--- src/echo_out_pkg.sv ---
package echo_out_pkg;
  // Register byte addresses.
  localparam logic [7:0] ADDR_CTRL = 8'h00;
  localparam logic [7:0] ADDR_DECIM = 8'h04;
  localparam logic [7:0] ADDR_HOLDOFF = 8'h08;
  localparam logic [7:0] ADDR_ECHO = 8'h0C;
  localparam logic [7:0] ADDR_INDEX = 8'h10;
  localparam logic [7:0] ADDR_THERMAL = 8'h14;
  localparam logic [7:0] ADDR_STATUS = 8'h18;
  // Control register field positions.
  localparam int CTRL_RUN = 0;
  localparam int CTRL_FMT_LO = 1;
  localparam int CTRL_MON_EN = 3;
  localparam int CTRL_MON_SRC = 4;
  localparam int CTRL_ROUTE = 5;
  localparam int CTRL_W = 6;
  // Reset values and the saturation byte.
  localparam logic [5:0] CTRL_RESET = 6'h00;
  localparam logic [7:0] DECIM_RESET = 8'h02;
  localparam logic [7:0] HOLDOFF_RESET = 8'h00;
  localparam logic [7:0] SAT_BYTE = 8'hFF;
  // Sample store formats.
  typedef enum logic [1:0] {
    FMT_FULL = 2'b00,
    FMT_UPPER = 2'b01,
    FMT_LOWER = 2'b10,
    FMT_MIDDLE = 2'b11
  } fmt_e;
  // Datapath run states.
  typedef enum logic [1:0] {
    ST_IDLE = 2'b00,
    ST_BLANK = 2'b01,
    ST_RUN = 2'b10
  } run_e;
  // Timing.
  localparam int CLK_HZ = 20_000_000;
  localparam int HOLD_STEP_NS = 16_000;
  localparam int HOLD_STEP_CYCLES = (HOLD_STEP_NS * (CLK_HZ / 1_000_000) + 999) / 1000;
  localparam int PRESCALE_W = 9;
  localparam logic [8:0] PRESCALE_LAST = 9'(HOLD_STEP_CYCLES - 1);
endpackage

--- src/echo_datapath_output_control.sv ---
// The APB slave port and the register offsets were decided locally.
`timescale 1ns/1ps
// Contract
// Echo sample register refreshes once per decimated output period.
// Each result is also written to sample memory in the selected format.
// Format 00 stores all 12 bits using two bytes.
// Format 01 stores the upper eight result bits.
// Format 10 stores low eight bits, or 0xFF if top four bits nonzero.
// Format 11 stores bits 10..3, or 0xFF if top two bits nonzero.
// Run bit low: no computation and no sample memory writes.
// Run bit low: band-pass and low-pass filter state held at zero.
// Run bit high: compute at once, suppress memory writes until hold-off ends.
// Hold-off setting is eight bits of 16 us steps, up to 4.08 ms.
// Monitor converter is driven from datapath output; meaningful in 8-bit formats.
// Selected 8-bit value is the converter code with no scaling.
// Route select decides if converter reaches the monitor pin; none after reset.
// Thermal reading register frozen while the converter carries datapath output.
// Software enables the monitor converter before expecting any converter output.
// Source select assigns the converter to temperature or datapath output.
// Converter gets the 8-bit value, or upper eight bits in 12-bit format.
// Last-write index advances by two in 12-bit format, by one otherwise.
// Index clears at reset and when run is set; memory contents kept.
// Hold-off starts on run rising, aborts on run clear, restarts fully.
module echo_datapath_output_control #(
  parameter int MEM_DEPTH = 768,
  parameter int MEM_ADDR_W = 10
) (
  // Clock and reset.
  input wire logic clk_sys,
  input wire logic reset_n,
  // APB slave.
  input wire logic [7:0] paddr,
  input wire logic psel,
  input wire logic penable,
  input wire logic pwrite,
  input wire logic [31:0] pwdata,
  output logic pready,
  output logic [31:0] prdata,
  output logic pslverr,
  // Converter samples in.
  input wire logic [11:0] adcSample,
  input wire logic adcValid,
  // Temperature code in.
  input wire logic [7:0] thermalCode,
  input wire logic thermalValid,
  // Sample memory write port.
  output logic memWrEn,
  output logic [MEM_ADDR_W-1:0] memAddr,
  output logic [7:0] memWrData,
  // Monitor converter.
  output logic [7:0] dacCode,
  output logic monitorConverterEnable,
  output logic monitorSourceSelect,
  output logic analogRouteSelect
);

  if (MEM_DEPTH < 4 || MEM_DEPTH > (1 << MEM_ADDR_W)) begin : g_check
    $error("MEM_DEPTH does not fit MEM_ADDR_W");
  end

  logic [5:0] ctrl_reg;
  logic [7:0] decimationRatio_reg;
  logic [7:0] holdoff_reg;
  logic [11:0] echoSample_reg;
  logic [MEM_ADDR_W-1:0] index_reg;
  logic [7:0] thermalReading_reg;
  logic [31:0] prdata_reg;
  logic runPrev_reg;
  echo_out_pkg::run_e state_reg;
  echo_out_pkg::run_e state_next;
  logic [8:0] prescale_reg;
  logic [7:0] holdCount_reg;
  logic [7:0] decimCount_reg;
  logic [11:0] prevSample_reg;
  logic [13:0] lpAcc_reg;
  logic pendingHigh_reg;
  logic [3:0] highNibble_reg;
  logic memWrEn_reg;
  logic [MEM_ADDR_W-1:0] memAddr_reg;
  logic [7:0] memWrData_reg;
  logic [7:0] dacCode_reg;

  // Register decode.
  wire run = ctrl_reg[echo_out_pkg::CTRL_RUN];
  wire echo_out_pkg::fmt_e fmt = echo_out_pkg::fmt_e'(ctrl_reg[echo_out_pkg::CTRL_FMT_LO +: 2]);
  wire monEn = ctrl_reg[echo_out_pkg::CTRL_MON_EN];
  wire monSrc = ctrl_reg[echo_out_pkg::CTRL_MON_SRC];
  wire setup = psel && !penable;
  wire access = psel && penable;
  wire hitCtrl = paddr == echo_out_pkg::ADDR_CTRL;
  wire hitDecim = paddr == echo_out_pkg::ADDR_DECIM;
  wire hitHold = paddr == echo_out_pkg::ADDR_HOLDOFF;
  wire hitEcho = paddr == echo_out_pkg::ADDR_ECHO;
  wire hitIndex = paddr == echo_out_pkg::ADDR_INDEX;
  wire hitTherm = paddr == echo_out_pkg::ADDR_THERMAL;
  wire hitStat = paddr == echo_out_pkg::ADDR_STATUS;
  wire hitAny = hitCtrl || hitDecim || hitHold || hitEcho || hitIndex || hitTherm || hitStat;
  wire writeOk = access && pwrite && hitAny;
  wire [31:0] readMux =
    hitCtrl ? {26'h000_0000, ctrl_reg} :
    hitDecim ? {24'h00_0000, decimationRatio_reg} :
    hitHold ? {24'h00_0000, holdoff_reg} :
    hitEcho ? {20'h0_0000, echoSample_reg} :
    hitIndex ? {{(32 - MEM_ADDR_W){1'b0}}, index_reg} :
    hitTherm ? {24'h00_0000, thermalReading_reg} :
    hitStat ? {29'h0000_0000, pendingHigh_reg, state_reg} : 32'h0000_0000;

  assign pready = 1'b1;
  assign pslverr = access && !hitAny;
  assign prdata = prdata_reg;

  // Datapath: rectified difference as band-pass, one-pole low-pass after it.
  wire runRise = run && !runPrev_reg;
  wire [11:0] bpOut = (adcSample >= prevSample_reg) ? adcSample - prevSample_reg : prevSample_reg - adcSample;
  wire [14:0] lpSum = {1'b0, lpAcc_reg} + {3'b000, bpOut} - {3'b000, lpAcc_reg[13:2]};
  wire [13:0] lpAccNext = lpSum[13:0];
  wire [11:0] result = lpAccNext[13:2];
  wire [7:0] ratioEff = (decimationRatio_reg < 8'h02) ? 8'h02 : decimationRatio_reg;
  // decimated output tick
  wire tick = run && adcValid && (decimCount_reg == ratioEff - 8'h01);
  wire storeNow = tick && (state_reg == echo_out_pkg::ST_RUN);

  // byte packing
  wire [7:0] packedByte =
    (fmt == echo_out_pkg::FMT_UPPER) ? result[11:4] :
    (fmt == echo_out_pkg::FMT_LOWER) ? ((result[11:8] == 4'h0) ? result[7:0] : echo_out_pkg::SAT_BYTE) :
    ((result[11:10] == 2'b00) ? result[10:3] : echo_out_pkg::SAT_BYTE);

  // Sample memory addressing wraps at MEM_DEPTH.
  localparam logic [MEM_ADDR_W:0] DEPTH_W = (MEM_ADDR_W + 1)'(MEM_DEPTH);
  wire [MEM_ADDR_W:0] sum1 = {1'b0, index_reg} + (MEM_ADDR_W + 1)'(1);
  wire [MEM_ADDR_W:0] sum2 = {1'b0, index_reg} + (MEM_ADDR_W + 1)'(2);
  wire [MEM_ADDR_W-1:0] addr1 = (sum1 >= DEPTH_W) ? MEM_ADDR_W'(sum1 - DEPTH_W) : sum1[MEM_ADDR_W-1:0];
  wire [MEM_ADDR_W-1:0] addr2 = (sum2 >= DEPTH_W) ? MEM_ADDR_W'(sum2 - DEPTH_W) : sum2[MEM_ADDR_W-1:0];

  // hold-off sequencing
  wire holdDone = (prescale_reg == echo_out_pkg::PRESCALE_LAST) && (holdCount_reg == 8'h01);
  always_comb begin
    state_next = state_reg;
    unique case (state_reg)
      echo_out_pkg::ST_IDLE: begin
        if (runRise) begin
          state_next = (holdoff_reg == 8'h00) ? echo_out_pkg::ST_RUN : echo_out_pkg::ST_BLANK;
        end
      end
      echo_out_pkg::ST_BLANK: begin
        if (!run) begin
          state_next = echo_out_pkg::ST_IDLE;
        end else if (holdDone) begin
          state_next = echo_out_pkg::ST_RUN;
        end
      end
      echo_out_pkg::ST_RUN: begin
        if (!run) begin
          state_next = echo_out_pkg::ST_IDLE;
        end
      end
      default: begin
        state_next = echo_out_pkg::ST_IDLE;
      end
    endcase
  end

  // Register file.
  always_ff @(posedge clk_sys or negedge reset_n) begin
    if (!reset_n) begin
      ctrl_reg <= echo_out_pkg::CTRL_RESET;
      decimationRatio_reg <= echo_out_pkg::DECIM_RESET;
      holdoff_reg <= echo_out_pkg::HOLDOFF_RESET;
      prdata_reg <= 32'h0000_0000;
    end else begin
      if (writeOk && hitCtrl) begin
        ctrl_reg <= pwdata[5:0];
      end
      if (writeOk && hitDecim) begin
        decimationRatio_reg <= pwdata[7:0];
      end
      // 8-bit hold-off setting
      if (writeOk && hitHold) begin
        holdoff_reg <= pwdata[7:0];
      end
      if (setup && !pwrite) begin
        prdata_reg <= readMux;
      end
    end
  end

  // Hold-off timer and run state.
  always_ff @(posedge clk_sys or negedge reset_n) begin
    if (!reset_n) begin
      runPrev_reg <= 1'b0;
      state_reg <= echo_out_pkg::ST_IDLE;
      prescale_reg <= 9'h000;
      holdCount_reg <= 8'h00;
    end else begin
      runPrev_reg <= run;
      state_reg <= state_next;
      // 16 us step count
      if (runRise) begin
        prescale_reg <= 9'h000;
        holdCount_reg <= holdoff_reg;
      end else if (state_reg == echo_out_pkg::ST_BLANK) begin
        if (prescale_reg == echo_out_pkg::PRESCALE_LAST) begin
          prescale_reg <= 9'h000;
          holdCount_reg <= holdCount_reg - 8'h01;
        end else begin
          prescale_reg <= prescale_reg + 9'h001;
        end
      end
    end
  end

  // Filters and decimation.
  always_ff @(posedge clk_sys or negedge reset_n) begin
    if (!reset_n) begin
      prevSample_reg <= 12'h000;
      lpAcc_reg <= 14'h0000;
      decimCount_reg <= 8'h00;
      echoSample_reg <= 12'h000;
    end else if (!run) begin
      // filters cleared while stopped
      prevSample_reg <= 12'h000;
      lpAcc_reg <= 14'h0000;
      decimCount_reg <= 8'h00;
    end else if (adcValid) begin
      prevSample_reg <= adcSample;
      lpAcc_reg <= lpAccNext;
      decimCount_reg <= tick ? 8'h00 : decimCount_reg + 8'h01;
      // echo sample refresh
      if (tick) begin
        echoSample_reg <= result;
      end
    end
  end

  // Sample memory writes and last-write index.
  always_ff @(posedge clk_sys or negedge reset_n) begin
    if (!reset_n) begin
      index_reg <= '0;
      memWrEn_reg <= 1'b0;
      memAddr_reg <= '0;
      memWrData_reg <= 8'h00;
      pendingHigh_reg <= 1'b0;
      highNibble_reg <= 4'h0;
    end else begin
      memWrEn_reg <= 1'b0;
      pendingHigh_reg <= 1'b0;
      // index clear on run set
      if (runRise) begin
        index_reg <= '0;
      end else if (pendingHigh_reg && run) begin
        // second byte of a 12-bit result
        memWrEn_reg <= 1'b1;
        memAddr_reg <= addr2;
        memWrData_reg <= {4'h0, highNibble_reg};
        index_reg <= addr2;
      end else if (storeNow) begin
        // store first byte
        memWrEn_reg <= 1'b1;
        memAddr_reg <= addr1;
        if (fmt == echo_out_pkg::FMT_FULL) begin
          memWrData_reg <= result[7:0];
          highNibble_reg <= result[11:8];
          pendingHigh_reg <= 1'b1;
        end else begin
          memWrData_reg <= packedByte;
          index_reg <= addr1;
        end
      end
    end
  end

  assign memWrEn = memWrEn_reg;
  assign memAddr = memAddr_reg;
  assign memWrData = memWrData_reg;

  // Monitor converter and thermal reading.
  always_ff @(posedge clk_sys or negedge reset_n) begin
    if (!reset_n) begin
      dacCode_reg <= 8'h00;
      thermalReading_reg <= 8'h00;
    end else begin
      // converter code
      if (tick) begin
        dacCode_reg <= (fmt == echo_out_pkg::FMT_FULL) ? result[11:4] : packedByte;
      end
      // thermal freeze
      if (thermalValid && monEn && !monSrc) begin
        thermalReading_reg <= thermalCode;
      end
    end
  end

  assign dacCode = dacCode_reg;
  // enables and route
  assign monitorConverterEnable = monEn;
  assign monitorSourceSelect = monSrc;
  assign analogRouteSelect = ctrl_reg[echo_out_pkg::CTRL_ROUTE];

  property p_echo_refresh;
    @(posedge clk_sys) disable iff (!reset_n) tick |=> echoSample_reg == $past(result);
  endproperty
  a_echo_refresh: assert property (p_echo_refresh) else $error("echo sample not refreshed");

  property p_full_pair;
    @(posedge clk_sys) disable iff (!reset_n)
      (storeNow && fmt == echo_out_pkg::FMT_FULL && !pendingHigh_reg && !runRise) ##1 run
      |-> memWrEn && memWrData == $past(result[7:0]) ##1 memWrEn && memWrData[7:4] == 4'h0;
  endproperty
  a_full_pair: assert property (p_full_pair) else $error("12-bit pair not written");

  property p_lower_sat;
    @(posedge clk_sys) disable iff (!reset_n)
      (storeNow && fmt == echo_out_pkg::FMT_LOWER && result[11:8] != 4'h0 && !pendingHigh_reg && !runRise)
      |=> memWrEn && memWrData == 8'hFF;
  endproperty
  a_lower_sat: assert property (p_lower_sat) else $error("low format not saturated");

  property p_stopped_no_write;
    @(posedge clk_sys) disable iff (!reset_n) memWrEn |-> $past(run);
  endproperty
  a_stopped_no_write: assert property (p_stopped_no_write) else $error("write while stopped");

  property p_filter_clear;
    @(posedge clk_sys) disable iff (!reset_n) !run |=> lpAcc_reg == 14'h0000 && prevSample_reg == 12'h000;
  endproperty
  a_filter_clear: assert property (p_filter_clear) else $error("filter state not cleared");

  property p_blank_no_write;
    @(posedge clk_sys) disable iff (!reset_n) (state_reg != echo_out_pkg::ST_RUN && !pendingHigh_reg) |=> !memWrEn;
  endproperty
  a_blank_no_write: assert property (p_blank_no_write) else $error("write during hold-off");

  // Cycles spent in hold-off, kept apart from the prescaler so the length check is independent.
  logic [16:0] blankAge_reg;
  always_ff @(posedge clk_sys or negedge reset_n) begin
    if (!reset_n) begin
      blankAge_reg <= 17'h0_0000;
    end else begin
      blankAge_reg <= (state_reg == echo_out_pkg::ST_BLANK) ? blankAge_reg + 17'h0_0001 : 17'h0_0000;
    end
  end

  property p_holdoff_one;
    @(posedge clk_sys) disable iff (!reset_n)
      state_reg == echo_out_pkg::ST_BLANK ##1 state_reg == echo_out_pkg::ST_RUN
      |-> blankAge_reg == 17'(holdoff_reg) * 17'(echo_out_pkg::HOLD_STEP_CYCLES);
  endproperty
  a_holdoff_one: assert property (p_holdoff_one) else $error("hold-off length wrong");

  property p_thermal_hold;
    @(posedge clk_sys) disable iff (!reset_n) (monEn && monSrc) |=> $stable(thermalReading_reg);
  endproperty
  a_thermal_hold: assert property (p_thermal_hold) else $error("thermal reading changed");

  property p_index_clear;
    @(posedge clk_sys) disable iff (!reset_n) runRise |=> index_reg == '0;
  endproperty
  a_index_clear: assert property (p_index_clear) else $error("index not cleared");

  property p_abort;
    @(posedge clk_sys) disable iff (!reset_n) !run |=> state_reg == echo_out_pkg::ST_IDLE;
  endproperty
  a_abort: assert property (p_abort) else $error("hold-off not aborted");

endmodule

--- config.mk ---
export PLATFORM = sky130hd
export DESIGN_NAME = echo_datapath_output_control
export DESIGN_NICKNAME = d
export VERILOG_FILES = /design/src/echo_out_pkg.sv /design/src/echo_datapath_output_control.sv
export SDC_FILE = /design/constraint.sdc
export NUM_CORES = 1
export LEC_CHECK = 0
export ABC_AREA = 0
export BUFFER_PORTS_ARGS = -buffer_cell sky130_fd_sc_hd__buf_2
export CORE_MARGIN = 2
export CORE_UTILIZATION = 50
export CTS_CLUSTER_SIZE = 28
export DETAILED_ROUTE_END_ITERATION = 8
export PLACE_DENSITY = 0.84
export RECOVER_POWER = 100
export SYNTH_ARGS = -nofsm -noshare
export SYNTH_HDL_FRONTEND = slang
export SYNTH_SLANG_ARGS = --single-unit
--- constraint.sdc ---
create_clock -name clk_sys -period 5.6 [get_ports clk_sys]
set_clock_uncertainty 0.05 [all_clocks]
set_input_delay 0.56 -clock clk_sys [delete_from_list [all_inputs] [get_ports clk_sys]]
set_output_delay 0.56 -clock clk_sys [all_outputs]
set_load 0.02 [all_outputs]
; Word level (Yosys, flattened, before mapping)
; Cells that the tools add are included.
[word_totals]
inputBits = 67
word_cells = 151
ff_bits = 170
out_inout_bits = 64
[op_classes]
n_reduce_logical = 44
n_bitwise = 2
n_eq_ne = 18
magnitude_cmp = 4
add_sub_neg = 12
n_mux = 51
[ops]
columns = cell, n
row1 = 8-bit two-way mux, 16
row2 = 10-bit two-way mux, 9
row3 = 12-bit two-way mux, 7
row4 = 14-bit two-way mux, 2
row5 = 9-bit two-way mux, 3
row6 = 8-bit by 5-bit equality test with 1-bit output (second input constant), 3
row7 = 12-bit subtractor, 2
row8 = 11-bit by 10-bit greater-or-equal comparator with 1-bit output (second input constant), 2
row9 = 10-bit subtractor (second input constant), 2
row10 = 1-bit logical AND, 17
row11 = 8-bit by 4-bit equality test with 1-bit output (second input constant), 2
row12 = 8-bit logical NOT, 2
row13 = 8-bit by 1-bit subtractor with 8-bit output (second input constant), 2
row14 = 14-bit by 12-bit adder with 14-bit output, 1
row15 = 14-bit by 12-bit subtractor with 14-bit output, 1
row16 = 12-bit greater-or-equal comparator, 1
row17 = 10-bit by 1-bit adder with 11-bit output (second input constant), 1
row18 = 10-bit by 2-bit adder with 11-bit output (second input constant), 1
row19 = 2-bit two-way mux, 5
row20 = 9-bit by 1-bit adder with 9-bit output (second input constant), 1
row21 = 9-bit equality test (second input constant), 1
row22 = 8-bit by 1-bit adder with 8-bit output (second input constant), 1
row23 = 8-bit by 1-bit equality test with 1-bit output (second input constant), 1
row24 = 8-bit by 3-bit equality test with 1-bit output (second input constant), 1
row25 = other kinds (19), 47

; Longest topological paths before layout
; Gate-level depths: netlist (run 1).
[depth]
depth_word = 11
ltp_mapped = 23
depth_no_buf = 22

; Least setup slack after synthesis (run 1)
; Ideal clock, no wire load.
[synth_path]
path_kind = input -> register
start = input adcSample[0]
end = register dacCode_reg[0] (netlist: dacCode[0])
arrival_ps = 5486
setup_slack_ps = -77
setup_ps = 141
stages = 22
path_buffers = 1
cell_sequence = inv_1 -> ha_1 -> fa_1 -> nor2b_1 -> o2111ai_1 -> nand3_1 -> o41ai_1 -> a31oi_1 -> clkbuf_1 -> o21ai_0 -> xor2_1 -> fa_1 -> inv_1 -> ha_1 -> a21o_1 -> o21bai_1 -> a211oi_1 -> mux2i_1 -> a211oi_2 -> nand3_1 -> o221ai_1 -> a31oi_1
[synth_via]
elab_chain_cells = 9
elab_cells_between_ends = 13
classes_between = add/sub: 4 / order compare: 1 / mux: 6 / reduce/logical: 2
[synth_rtl]
columns = element, line_no
row1 = "start, declared", echo_datapath_output_control.sv:41  ; input wire logic [11:0] adcSample,
row2 = 12-bit subtractor / 12-bit greater-or-equal comparator (equally long branches), echo_datapath_output_control.sv:114  ; wire [11:0] bpOut = (adcSample >= prevSample_reg) ? adcSample - prevSample_reg : prevSample_reg - adcSample;
row3 = 12-bit two-way mux (*), echo_datapath_output_control.sv:114
row4 = 14-bit by 12-bit adder with 14-bit output (*), echo_datapath_output_control.sv:115  ; wire [14:0] lpSum = {1'b0, lpAcc_reg} + {3'b000, bpOut} - {3'b000, lpAcc_reg[13:2]};
row5 = 14-bit by 12-bit subtractor with 14-bit output (*), echo_datapath_output_control.sv:115
row6 = 4-bit logical NOT / 2-bit logical NOT (equally long branches), "echo_datapath_output_control.sv:126, echo_datapath_output_control.sv:127"
row7 = 8-bit two-way mux (on tied branches), "echo_datapath_output_control.sv:126, echo_datapath_output_control.sv:127"
row8 = 8-bit two-way mux, echo_datapath_output_control.sv:126  ; (fmt == echo_out_pkg::FMT_LOWER) ? ((result[11:8] == 4'h0) ? result[7:0] : echo_out_pkg::SAT_BYTE) :
row9 = 8-bit two-way mux, echo_datapath_output_control.sv:125  ; (fmt == echo_out_pkg::FMT_UPPER) ? result[11:4] :
row10 = 8-bit two-way mux (*), echo_datapath_output_control.sv:285  ; dacCode_reg <= (fmt == echo_out_pkg::FMT_FULL) ? result[11:4] : packedByte;
row11 = "end signal, assigned", echo_datapath_output_control.sv:285
row12 = "end, declared", echo_datapath_output_control.sv:81  ; logic [7:0] dacCode_reg;
; Every way passes the cells marked *; elsewhere a longest branch is shown, timed or not.
; A chain may end at the register's enable or synchronous reset.

; Worst setup path after layout (run 1)
[layout_path]
start = register prevSample_reg[0]
end = register memWrData_reg[3] (netlist: memWrData[3])
[layout_via]
elab_chain_cells = 11
elab_cells_between_ends = 15
classes_between = add/sub: 4 / order compare: 1 / mux: 8 / reduce/logical: 2
[layout_rtl]
columns = element, line_no
row1 = "start, declared", echo_datapath_output_control.sv:74  ; logic [11:0] prevSample_reg;
row2 = "start signal, assigned", echo_datapath_output_control.sv:226  ; prevSample_reg <= adcSample;
row3 = 12-bit subtractor / 12-bit greater-or-equal comparator (equally long branches), echo_datapath_output_control.sv:114
row4 = 12-bit two-way mux (*), echo_datapath_output_control.sv:114
row5 = 14-bit by 12-bit adder with 14-bit output (*), echo_datapath_output_control.sv:115
row6 = 14-bit by 12-bit subtractor with 14-bit output (*), echo_datapath_output_control.sv:115
row7 = 4-bit logical NOT / 2-bit logical NOT (equally long branches), "echo_datapath_output_control.sv:126, echo_datapath_output_control.sv:127"
row8 = 8-bit two-way mux (on tied branches), "echo_datapath_output_control.sv:126, echo_datapath_output_control.sv:127"
row9 = 8-bit two-way mux, echo_datapath_output_control.sv:126
row10 = 8-bit two-way mux, echo_datapath_output_control.sv:125
row11 = 8-bit two-way mux (*), echo_datapath_output_control.sv:261  ; if (fmt == echo_out_pkg::FMT_FULL) begin
row12 = 8-bit two-way mux (*), echo_datapath_output_control.sv:257  ; end else if (storeNow) begin
row13 = 8-bit two-way mux (*), echo_datapath_output_control.sv:251  ; end else if (pendingHigh_reg && run) begin
row14 = "end signal, assigned", echo_datapath_output_control.sv:255  ; memWrData_reg <= {4'h0, highNibble_reg};
row15 = "end signal, assigned", echo_datapath_output_control.sv:262  ; memWrData_reg <= result[7:0];
row16 = "end signal, assigned", echo_datapath_output_control.sv:266  ; memWrData_reg <= packedByte;
row17 = "end, declared", echo_datapath_output_control.sv:80  ; logic [7:0] memWrData_reg;
; Every way passes the cells marked *; elsewhere a longest branch is shown, timed or not. The select of a mux whose other input is x is not followed.

==> results of run 1 <==
## cell usage after synthesis, types with 5 or more instances
| master | instances |
|---|---|
| a211oi_1 | 8 |
| a21o_1 | 15 |
| a21oi_1 | 68 |
| a221oi_1 | 10 |
| a22oi_1 | 6 |
| a31oi_1 | 18 |
| and2_1 | 12 |
| and3_1 | 7 |
| buf_4 | 21 |
| clkbuf_1 | 46 |
| dfrtp_1 | 149 |
| fa_1 | 14 |
| ha_1 | 48 |
| inv_1 | 67 |
| mux2_2 | 59 |
| mux2i_1 | 31 |
| nand2_1 | 67 |
| nand2b_1 | 13 |
| nand3_1 | 28 |
| nand4_1 | 8 |
| nor2_1 | 77 |
| nor2b_1 | 35 |
| nor3_1 | 26 |
| nor3b_1 | 6 |
| o211ai_1 | 8 |
| o21ai_0 | 58 |
| o21bai_1 | 5 |
| o221ai_1 | 5 |
| o22ai_1 | 5 |
| o31ai_1 | 6 |
| o41ai_1 | 5 |
| or2_2 | 5 |
| or3_1 | 6 |
| xnor2_1 | 31 |
| xor2_1 | 23 |
## per-stage QoR
stage | hold slack (ps) | setup WS, ps | total power [W]
3_3_place_gp | 414 | -7.73 | 0.00197
5_1_grt | 295 | -42.0 | 0.00330
4_1_cts | 198 | 140 | 0.00314
3_5_place_dp | 427 | -113 | 0.00199
6_report | 304 | 260 | 0.00316
2_1_floorplan | 214 | 22.0 | 0.00167
## logic make-up after synthesis
family | after synthesis | synth area share
simple gates | 316 | 0.163
compound gates | 255 | 0.167
flops | 150 | 0.372
buf+inv | 143 | 0.0624
mux | 93 | 0.101
fa+ha+maj | 62 | 0.0873
xor+xnor | 54 | 0.0469
other cells | 2 | 0.000744
## layout by cell type, fill, tap and decap left out, types with 40 or more instances in the layout
cell type,Yosys,routed
mux2_2,59,58
nor2_1,77,77
inv_1,67,68
buf_2,4,40
dfrtp_1,149,149
ha_1,48,48
nand2_1,67,66
clkbuf_1,46,51
a21oi_1,68,68
o21ai_0,58,60
## metal layers
layer	part of all wire	track usage	vias to the layer above
met1	0.42	0.299	4045
met4	0.030	0.108	0
met2	0.49	0.389	319
li1	-	-	3952
met5	0	0	-
met3	0.065	0.0444	60
## area by class of cell
type,instances,area [µm²]
Fill cell,1680,8260
Multi-Input combinational cell,801,5810
Sequential cell,150,3750
Timing Repair Buffer,124,649
Clock buffer,21,460
Tap cell,265,332
Inverter,69,259
Clock inverter,10,121
Antenna cell,1,2.50
## critical path: cells and delay by family, from the launching register on
kind	cells	cell delay (ps)
AO/OA/AOI/OAI	8	1790
XOR/XNOR	1	230
adder cells (fa/ha/maj)	4	1200
buffers and inverters	2	370
flip-flops	1	370
AND/OR/NAND/NOR	6	1160
## timing repair
item	4_1_cts	5_1_grt
gates resized for setup	0	11
endpoints found under the setup margin	0	16
hold endpoints to repair	0	0
hold buffers	0	0
## final timing paths
kind,startpoint,end,slack (ps),cells past startpoint
min,thermalCode[0],thermalReading_reg[0]$_DFFE_PN0P_,300,2
max in group asynchronous,reset_n,decimCount_reg[2]$_DFFE_PN0P_,1070,2
max reg2reg,prevSample_reg[0]$_DFFE_PN0P_,memWrData[3]$_DFFE_PN0P_,260,21
max,prevSample_reg[0]$_DFFE_PN0P_,memWrData[3]$_DFFE_PN0P_,260,21
min reg2reg,memAddr[9]$_DFFE_PN0P_,memAddr[9]$_DFFE_PN0P_,440,1
min in group asynchronous,reset_n,prevSample_reg[2]$_DFFE_PN0P_,1680,1
## power by group
| group | switching (W) | internal [W] | leakage, nW |
|---|---|---|---|
| clock network | 0.000468 | 0.000682 | 0.290 |
| logic | 0.000525 | 0.000341 | 2.98 |
| registers | 0.0000323 | 0.00111 | 2.05 |
==> Implementation_results.wiki, run 1 <==
{| class="wikitable"
! Metric !! Value
|-
| Outcome || finished with violations
|-
| Violated checks || capacitance limit, slew limit
|-
| Remaining design rule violation count || 0
|-
| Y dimension of the die || 146 µm
|-
| Number of global-route vias before repair || 8252
|-
| Detailed placement HPWL || 17.7 mm
|-
| Fraction of the cycle the final worst path needs || 0.954
|-
| Type of element capturing the critical path || flip-flop
|-
| Tightest Hold Check Type || input port to flip-flop
|-
| Total gr overflow || 0
|-
| Worst Path Required || 5830 ps
|-
| First-pass iteration count of the detailed router || 5
|-
| Max IR drop VDD || 0.236 mV
|-
| Number of antenna violations at the first check in global routing || 1
|-
| Library cell with the largest summed area after synthesis || dfrtp_1
|-
| Routability congestion estimate || 0.935
|-
| Cell at the slowest stage of the critical path || fa_1
|-
| Number of primary I/O pins || 131
|-
| Least-Margin Pin Slew || 4290 ps
|-
| Count of unique library cells instantiated by Yosys || 78
|-
| Average via count per standard cell || 5.81
|-
| Rel. slew slack || -1.86
|-
| CTS tree || yes
|-
| Number of clock buffers inserted by TritonCTS || 17
|-
| Number of standard cells after synthesis || 1075
|-
| Final wirelength || 24.9 mm
|-
| Area growth syn-to-layout || 12.9%
|-
| Delay of the slowest cell on the worst path || 450 ps
|-
| Setup tns final || 0 ps
|-
| Std-Cell Rows || 51
|-
| Post-Syn Area per Cell || 9.39 µm²
|-
| Data arrival time of the worst path || 5570 ps
|-
| Final slew viol count || 137
|-
| Initial core utilization || 0.513
|-
| Nets@finish || 1292
|-
| Leakage dissipation || 5.32 nW
|-
| Leading cell types by total area after synthesis || dfrtp_1 37%, mux2_2 6.6%, ha_1 6.0%, a21oi_1 3.4%, mux2i_1 3.1%
|-
| Via Count || 8376
|-
| Core utilization of the finished layout || 0.580
|-
| Shortest clock period the worst path allows after layout || 5340 ps
|-
| Power per Cell Area || 277 nW/µm²
|-
| Portion of the post-synthesis area used by sequential elements || 0.372
|-
| Post-CTS setup repair buffer count || 0
|-
| Largest buffer count on any clock path || 2
|-
| Wire length of the first global-routing pass || 40.8 mm
|-
| Width of the chip || 146 µm
|-
| Floorplan core area || 19700 µm²
|-
| Synth warn || 0
|-
| Global-route usage over all layers || 0.235
|-
| Largest net degree at the start of global routing || 99
|-
| Overall die area || 21300 µm²
|-
| Final instance area || 11400 µm²
|-
| Clock latency on the worst-skew pair || 430 ps
|-
| Post-synth EDFFs || 0
|-
| Standard cell area after detailed placement || 10900 µm²
|-
| Share of synthesized flip-flops with an asynchronous set or reset || 1.00
|-
| Final ANT Viol Nets || 0
|-
| Detail-routed net length per standard cell || 17.2 µm
|-
| Synthesized area || 10100 µm²
|-
| Share of Yosys cell area claimed by the top area cell type || 0.370
|-
| Number of non-filler instances in the completed layout || 1441
|-
| Setup violations, final || 0
|-
| Startpoint types || flip-flop
|-
| Clock Tree Root || clkbuf_16
|-
| Critical-path cell list || ha_1 -> fa_1 -> nor2b_1 -> o2111ai_1 -> nand3_1 -> o41ai_2 -> a31oi_2 -> buf_4 -> a21oi_1 -> xor2_1 -> fa_1 -> ha_1 -> buf_4 -> and4_1 -> nand2_1 -> a31oi_1 -> or3_1 -> a211oi_4 -> nand2_2 -> o221ai_2 -> a31oi_1
|-
| Count of max-cap constraint violations || 2
|-
| # port buffers || 85
|-
| Final hold viol count || 0
|-
| Number of cells after detailed placement || 1409
|-
| Crit Path Max Fanout || 6
|-
| Peak clock frequency supported by timing || 187 MHz
|-
| Clock Sinks || 150
|-
| Flip-flop and latch count after synthesis || 150
|-
| Clock slew seen by the registers of the worst setup and hold paths || 60 ps
|-
| Flip-flop count of the largest register, all copies and words added || 14
|-
| Critical path start-end classification || flip-flop to flip-flop
|-
| Fraction of final layout cells with drive strength greater than 1 || 0.167
|-
| Most used DFF post-synth || dfrtp_1
|-
| Iteration-0 DRC Markers || 737
|-
| Number of H-tree levels || 4
|}
No activity file was read; power rests on OpenSTA's default activity.
==> run 2, diff against run 1 <==
- ABC_CLOCK_PERIOD_IN_PS: not set -> 5600
- CTS_BUF_LIST: not set -> sky130_fd_sc_hd__clkbuf_8 sky130_fd_sc_hd__clkbuf_16
==> run 2 against run 1 <==
The flow still finishes with violations (capacitance limit, slew limit). Sequential cell count stayed put. Worst setup slack gained 1.4 ps. Routed wire length barely moved. Cell area unchanged. Hold slack worse by 0.67 ps. First-iteration DRC count is the same. Register-to-register slack about the same. Non-clock buffer count did not move. Utilization did not move. Via count is 0.26% higher. Critical path type unchanged. Critical endpoint unchanged. Highest routed layer unchanged.
==> Implementation_results.wiki, run 2 (same netlist as run 1, synthesis figures left out) <==
{| class="wikitable"
! Metric !! Value
|-
| Average via count per standard cell || 5.83
|-
| Type of element capturing the critical path || flip-flop
|-
| Worst Hold Depth || 2
|-
| Tot Pwr || 0.00315 W
|-
| Worst Hold Path EP || thermalReading_reg[0]$_DFFE_PN0P_
|-
| Violated checks || capacitance limit, slew limit
|-
| Leakage dissipation || 5.33 nW
|-
| Clock Sinks || 150
|-
| Source of the critical timing path || prevSample_reg[0]$_DFFE_PN0P_
|-
| Slack of the worst reg-to-reg path || 260 ps
|-
| Final Hold Slack || 303 ps
|-
| Std-Cell Rows || 51
|-
| Largest buffer count on any clock path || 2
|-
| Wire length of the first global-routing pass || 40.8 mm
|-
| Global-route usage over all layers || 0.235
|-
| Number of global-route vias before repair || 8252
|-
| Fillcell total || 1680
|-
| Number of antenna violations at the first check in global routing || 1
|-
| Standard cell area after detailed placement || 10900 µm²
|-
| Y dimension of the die || 146 µm
|-
| First-pass iteration count of the detailed router || 5
|-
| Nets@finish || 1292
|-
| Number of primary I/O pins || 131
|-
| R2r worst-path depth || 21
|-
| Met1 layer wirelength in the final routing || 10.2 mm
|-
| Area growth syn-to-layout || 12.9%
|-
| Routability congestion estimate || 0.935
|-
| Capturing point of the worst reg2reg path || memWrData[3]$_DFFE_PN0P_
|-
| Number of buffers added to fix hold violations after cts || 0
|-
| Amount of wire on met3 after detailed routing || 1.70 mm
|-
| Crit Path Max Fanout || 6
|-
| Critical path start-end classification || flip-flop to flip-flop
|-
| Max IR drop VDD || 0.236 mV
|-
| Count of max-cap constraint violations || 2
|-
| Worst Path Required || 5830 ps
|-
| Number of clock buffers inserted by TritonCTS || 17
|-
| Largest net degree at the start of global routing || 99
|-
| Power per Cell Area || 277 nW/µm²
|-
| Number of H-tree levels || 4
|-
| Final hold viol count || 0
|-
| Width of the chip || 146 µm
|-
| Top metal layer carrying routed signals || met4
|-
| Initial core utilization || 0.513
|-
| Dpl ws || -113 ps
|-
| Post-CTS setup repair buffer count || 0
|-
| Detailed placement HPWL || 17.7 mm
|-
| CTS tree || yes
|-
| Setup violations, final || 0
|-
| Startpoint types || flip-flop
|-
| Most frequent standard cell in the layout excluding fill and tap cells || dfrtp_1
|-
| Shortest clock period the worst path allows after layout || 5340 ps
|-
| Floorplan core area || 19700 µm²
|-
| Least-Margin Pin Slew || 4290 ps
|-
| Total gr overflow || 0
|-
| Tightest Hold Check Type || input port to flip-flop
|-
| Detailed route wirelength on metal2 || 12.1 mm
|-
| Final wirelength || 24.9 mm
|-
| R2R Path Start || prevSample_reg[0]$_DFFE_PN0P_
|-
| Detail-routed net length per standard cell || 17.3 µm
|-
| Start point of the worst min-delay path || thermalCode[0]
|-
| Rel. slew slack || -1.86
|-
| Fraction of final layout cells with drive strength greater than 1 || 0.167
|-
| Final slew viol count || 137
|-
| Remaining design rule violation count || 0
|-
| Flip-flop count of the largest register, all copies and words added || 14
|-
| Data arrival time of the worst path || 5570 ps
|-
| Clock Tree Root || clkbuf_16
|-
| Outcome || finished with violations
|-
| Final instance area || 11400 µm²
|-
| # port buffers || 85
|-
| Top library cells by usage in the layout, fill and taps aside || 149 x dfrtp_1, 77 x nor2_1, 70 x inv_1, 68 x a21oi_1, 66 x nand2_1
|-
| Overall die area || 21300 µm²
|-
| Fraction of the cycle the final worst path needs || 0.953
|-
| Iteration-0 DRC Markers || 737
|-
| Setup WS post-layout || 261 ps
|-
| Cts repair resizes || 0
|-
| Final ANT Viol Nets || 0
|-
| Clock slew seen by the registers of the worst setup and hold paths || 60 ps
|-
| Via Count || 8398
|-
| Clock latency on the worst-skew pair || 440 ps
|-
| Peak clock frequency supported by timing || 187 MHz
|}
==> run 2: cell count changes in the layout (fill, tap and decap cells not counted) <==
cell      change
clkbuf_1      -2
inv_1         +2
==> run 2: worst max path at each step <==
stage / to / slack, ps
floorplan: dacCode[0]$_DFFE_PN0P_ / 20
global route: memWrData[0]$_DFFE_PN0P_ / -40
global placement: memWrData[3]$_DFFE_PN0P_ / -8
CTS: memWrData[3]$_DFFE_PN0P_ / 140
detailed placement: memWrData[3]$_DFFE_PN0P_ / -110
finish: memWrData[3]$_DFFE_PN0P_ / 260
==> run 2: per-stage QoR <==
step / util / cells / setup TNS [ps]
floorplan: - / 1094 / 0
global placement: 0.553 / 1409 / -9.34
detailed placement: 0.553 / 1409 / -465
CTS: 0.582 / 1440 / 0
global route: 0.580 / 1441 / -94.0
finish: 0.580 / 1441 / 0
==> run 2: cell type report <==
class	count	area [µm²]	area share
antenna	1	2.50	0.000220
clock buffer	19	453	0.0398
clock inverter	12	129	0.0113
inverter	69	259	0.0227
multi-input combinational	801	5810	0.510
sequential	150	3750	0.330
tap	265	332	0.0291
timing repair buffer	124	649	0.0570
==> run 2: where the power goes <==
group | switching, W | internal, W | total (W) | leakage, nW
sequential | 0.0000325 | 0.00111 | 0.00114 | 2.05
combinational | 0.000525 | 0.000341 | 0.000866 | 2.98
clock | 0.000467 | 0.000678 | 0.00115 | 0.298
==> run 2: critical path, cell delays in order (launching register included) <==
cell and delay (ps):
dfrtp_1 370, ha_1 200, fa_1 200, nor2b_1 60
o2111ai_1 160, nand3_1 150, o41ai_2 320, a31oi_2 190
buf_4 200, a21oi_1 200, xor2_1 230, fa_1 450
ha_1 350, buf_4 170, and4_1 230, nand2_1 160
a31oi_1 110, or3_1 370, a211oi_4 350, nand2_2 190
o221ai_2 330, a31oi_1 130
==> run 2: layer usage <==
| metal | track usage | vias to the layer above |
|---|---|---|
| li1 | - | 3950 |
| met1 | 0.299 | 4029 |
| met2 | 0.389 | 343 |
| met3 | 0.0444 | 76 |
| met4 | 0.108 | 0 |
| met5 | 0 | - |
==> run 3, diff against run 2 <==
- ABC_AREA: 0 -> 1
==> run 3 against run 2 <==
Area after synthesis fell by 0.15%. Largest power group is now combinational logic. Worst setup slack improved by 340 ps. Critical path type unchanged. Sequential share of layout area is 0.82 points higher. Clock power is 3% lower. Cell area decreased by 2.4%. Register-to-register slack gained 340 ps. Critical endpoint is now memWrData[4]$_DFFE_PN0P_. Utilization shrank 1.2 points. Sequential cell count stayed put. The flow still finishes with violations (capacitance limit, slew limit). Maximum frequency grew 6.7%. First-iteration DRC count up 11%.
==> Implementation_results.wiki, run 3 <==
{| class="wikitable"
! Metric !! Value
|-
| Most frequent standard cell in the layout excluding fill and tap cells || nand2_1
|-
| Floorplan core area || 19600 µm²
|-
| Setup repair after global routing missed its margin || no
|-
| Number of antenna violations at the first check in global routing || 0
|-
| Final hold viol count || 0
|-
| Final wirelength || 25.7 mm
|-
| Flip-flop count of the largest register, all copies and words added || 14
|-
| Share of synthesized flip-flops with an asynchronous set or reset || 1.00
|-
| Total gr overflow || 0
|-
| Clock latency on the worst-skew pair || 430 ps
|-
| Setup tns final || 0 ps
|-
| Initial core utilization || 0.514
|-
| CTS tree || yes
|-
| Number of global-route vias before repair || 8819
|-
| Least-Margin Pin Slew || 2660 ps
|-
| Standard cell area after detailed placement || 10700 µm²
|-
| Fraction of final layout cells with drive strength greater than 1 || 0.0671
|-
| Detail-routed net length per standard cell || 15.1 µm
|-
| Final slew viol count || 153
|-
| Final instance area || 11100 µm²
|-
| Cts repair resizes || 0
|-
| Detailed placement HPWL || 19.1 mm
|-
| Critical path start-end classification || flip-flop to flip-flop
|-
| Rel. slew slack || -0.775
|-
| Tightest Hold Check Type || input port to flip-flop
|-
| Post-Syn Area per Cell || 7.55 µm²
|-
| Core utilization of the finished layout || 0.567
|-
| Tot Pwr || 0.00602 W
|-
| Clock Tree Root || clkbuf_16
|-
| Remaining design rule violation count || 0
|-
| Outcome || finished with violations
|-
| Share of Yosys cell area claimed by the top area cell type || 0.370
|-
| Leakage dissipation || 5.68 nW
|-
| Crit Path Max Fanout || 14
|-
| Setup violations, final || 0
|-
| Largest buffer count on any clock path || 2
|-
| Post-CTS setup repair buffer count || 0
|-
| Worst Path Required || 5860 ps
|-
| Data arrival time of the worst path || 5270 ps
|-
| Count of unique library cells instantiated by Yosys || 54
|-
| Shortest clock period the worst path allows after layout || 5000 ps
|-
| Overall die area || 21300 µm²
|-
| Area growth syn-to-layout || 10.3%
|-
| Most used DFF post-synth || dfrtp_1
|-
| Routability congestion estimate || 0.925
|-
| Count of max-cap constraint violations || 2
|-
| List of most frequent post-synthesis cells || 327 x nand2_1, 198 x inv_1, 149 x dfrtp_1, 100 x o21ai_0, 94 x nor2_1
|-
| Number of primary I/O pins || 131
|-
| Leading cell types by total area after synthesis || dfrtp_1 37%, nand2_1 12%, inv_1 7.4%, ha_1 6.0%, o21ai_0 5.0%
|-
| Y dimension of the die || 146 µm
|-
| Flip-flop and latch count after synthesis || 150
|-
| Library cell with the largest summed area after synthesis || dfrtp_1
|-
| Slack of the worst reg-to-reg path || 600 ps
|-
| Type of element capturing the critical path || flip-flop
|-
| Clock slew seen by the registers of the worst setup and hold paths || 60 ps
|-
| # port buffers || 85
|-
| Global-route usage over all layers || 0.244
|-
| Synthesized area || 10100 µm²
|-
| Average via count per standard cell || 5.42
|-
| Most frequent cell after synthesis || nand2_1
|-
| Clock Sinks || 150
|-
| Post-synth EDFFs || 0
|-
| Wire length of the first global-routing pass || 42.7 mm
|-
| Number of standard cells after synthesis || 1334
|-
| Largest net degree at the start of global routing || 108
|-
| Final ANT Viol Nets || 0
|-
| Startpoint types || flip-flop
|-
| Via Count || 9186
|-
| Width of the chip || 146 µm
|-
| First-pass iteration count of the detailed router || 6
|-
| Std-Cell Rows || 51
|-
| Number of H-tree levels || 4
|-
| Count of antenna diodes in the layout || 0
|-
| Fraction of the cycle the final worst path needs || 0.894
|-
| Iteration-0 DRC Markers || 818
|-
| Nets@finish || 1547
|-
| Number of clock buffers inserted by TritonCTS || 17
|-
| Violated checks || capacitance limit, slew limit
|-
| Portion of the post-synthesis area used by sequential elements || 0.373
|-
| Power per Cell Area || 541 nW/µm²
|-
| Peak clock frequency supported by timing || 200 MHz
|-
| Number of buffers added to fix hold violations after cts || 0
|-
| Max IR drop VDD || 0.426 mV
|-
| Synth warn || 0
|-
| Top library cells by usage in the layout, fill and taps aside || 329 x nand2_1, 200 x inv_1, 149 x dfrtp_1, 106 x o21ai_0, 97 x nor2_1
|}
run 3: changes by cell type after synthesis, sizes merged, moves of 22 or more:
| cell | previous run | this run |
|---|---|---|
| nand2 | 67 | 332 |
| inv | 68 | 199 |
| mux2 | 62 | 11 |
| o21ai | 60 | 109 |
| nand3 | 28 | 71 |
| nor2b | 35 | 0 |
| o22ai | 6 | 41 |
| clkbuf | 47 | 14 |
| mux2i | 31 | 3 |
| nor2 | 77 | 100 |
| xnor2 | 31 | 9 |
run 3: layout make-up:
type / instances / area (µm²)
repair buffers: 96 / 418
clock inverters: 14 / 128
fillers: 1853 / 8470
flip-flops and latches: 150 / 3750
clock buffers: 18 / 439
multi-input cells: 949 / 5270
well taps: 265 / 332
inverters: 204 / 778
run 3: layer usage:
metal	up-vias	wire length, µm	track usage
li1	4474	-	-
met1	4313	11200	0.326
met2	344	12000	0.403
met3	55	1810	0.0448
met4	0	620	0.0824
met5	-	0	0
run 3: power by group:
part	total (W)	internal, W	switching, W
Sequential	0.00131	0.00121	0.0000967
Combinational	0.00360	0.00110	0.00250
Clock	0.00111	0.000626	0.000484
Total	0.00602	0.00293	0.00308
run 3: per-stage QoR:
| step | std cells | hold slack, ps | setup WS (ps) |
|---|---|---|---|
| finish | 1696 | 307 | 596 |
| global route | 1696 | 307 | 101 |
| floorplan | 1353 | 214 | 1000 |
| global placement | 1664 | 407 | 452 |
| detailed placement | 1664 | 411 | 357 |
| CTS | 1696 | 259 | 652 |
run 3: worst max-delay path, stage by stage (launching register included):
cell	delay, ps
dfrtp_1	380
ha_1	230
fa_1	420
o21ai_0	340
nand3_1	110
nand4_1	210
buf_4	230
mux2_2	350
inv_1	70
fa_1	420
ha_1	360
a21oi_1	230
a21oi_1	120
nor2_1	180
nand2_1	90
nand2_1	60
nand2_1	90
nor2_1	360
nand4_1	140
nand2_1	90
nor2_1	60
o21ai_0	230
nand2_1	70
run 3: cells by family (layout without fill, tap and decap cells):
family                     count (synthesis)  after routing  synth area share
muxes                                     14             14            0.0153
DFF                                      150            150             0.373
xor gates and xnor gates                  50             50            0.0435
AOI/OAI and AO/OA                        245            245             0.138
and+or+nand+nor                          557            557             0.234
buffers and inverters                    254            332             0.108
adders and majority gates                 62             62            0.0874
other                                      2             21          0.000745
run 3: final timing paths:
path,from,to,depth (start not counted)
worst max-delay path,prevSample_reg[0]$_DFFE_PN0P_,memWrData[4]$_DFFE_PN0P_,22
worst min-delay path,thermalCode[1],thermalReading_reg[1]$_DFFE_PN0P_,2
worst max register to register,prevSample_reg[0]$_DFFE_PN0P_,memWrData[4]$_DFFE_PN0P_,22
worst min register to register,memWrData[3]$_DFFE_PN0P_,memWrData[3]$_DFFE_PN0P_,2
max in group asynchronous,reset_n,lpAcc_reg[6]$_DFFE_PN0P_,2
min in group asynchronous,reset_n,memWrData[7]$_DFFE_PN0P_,1
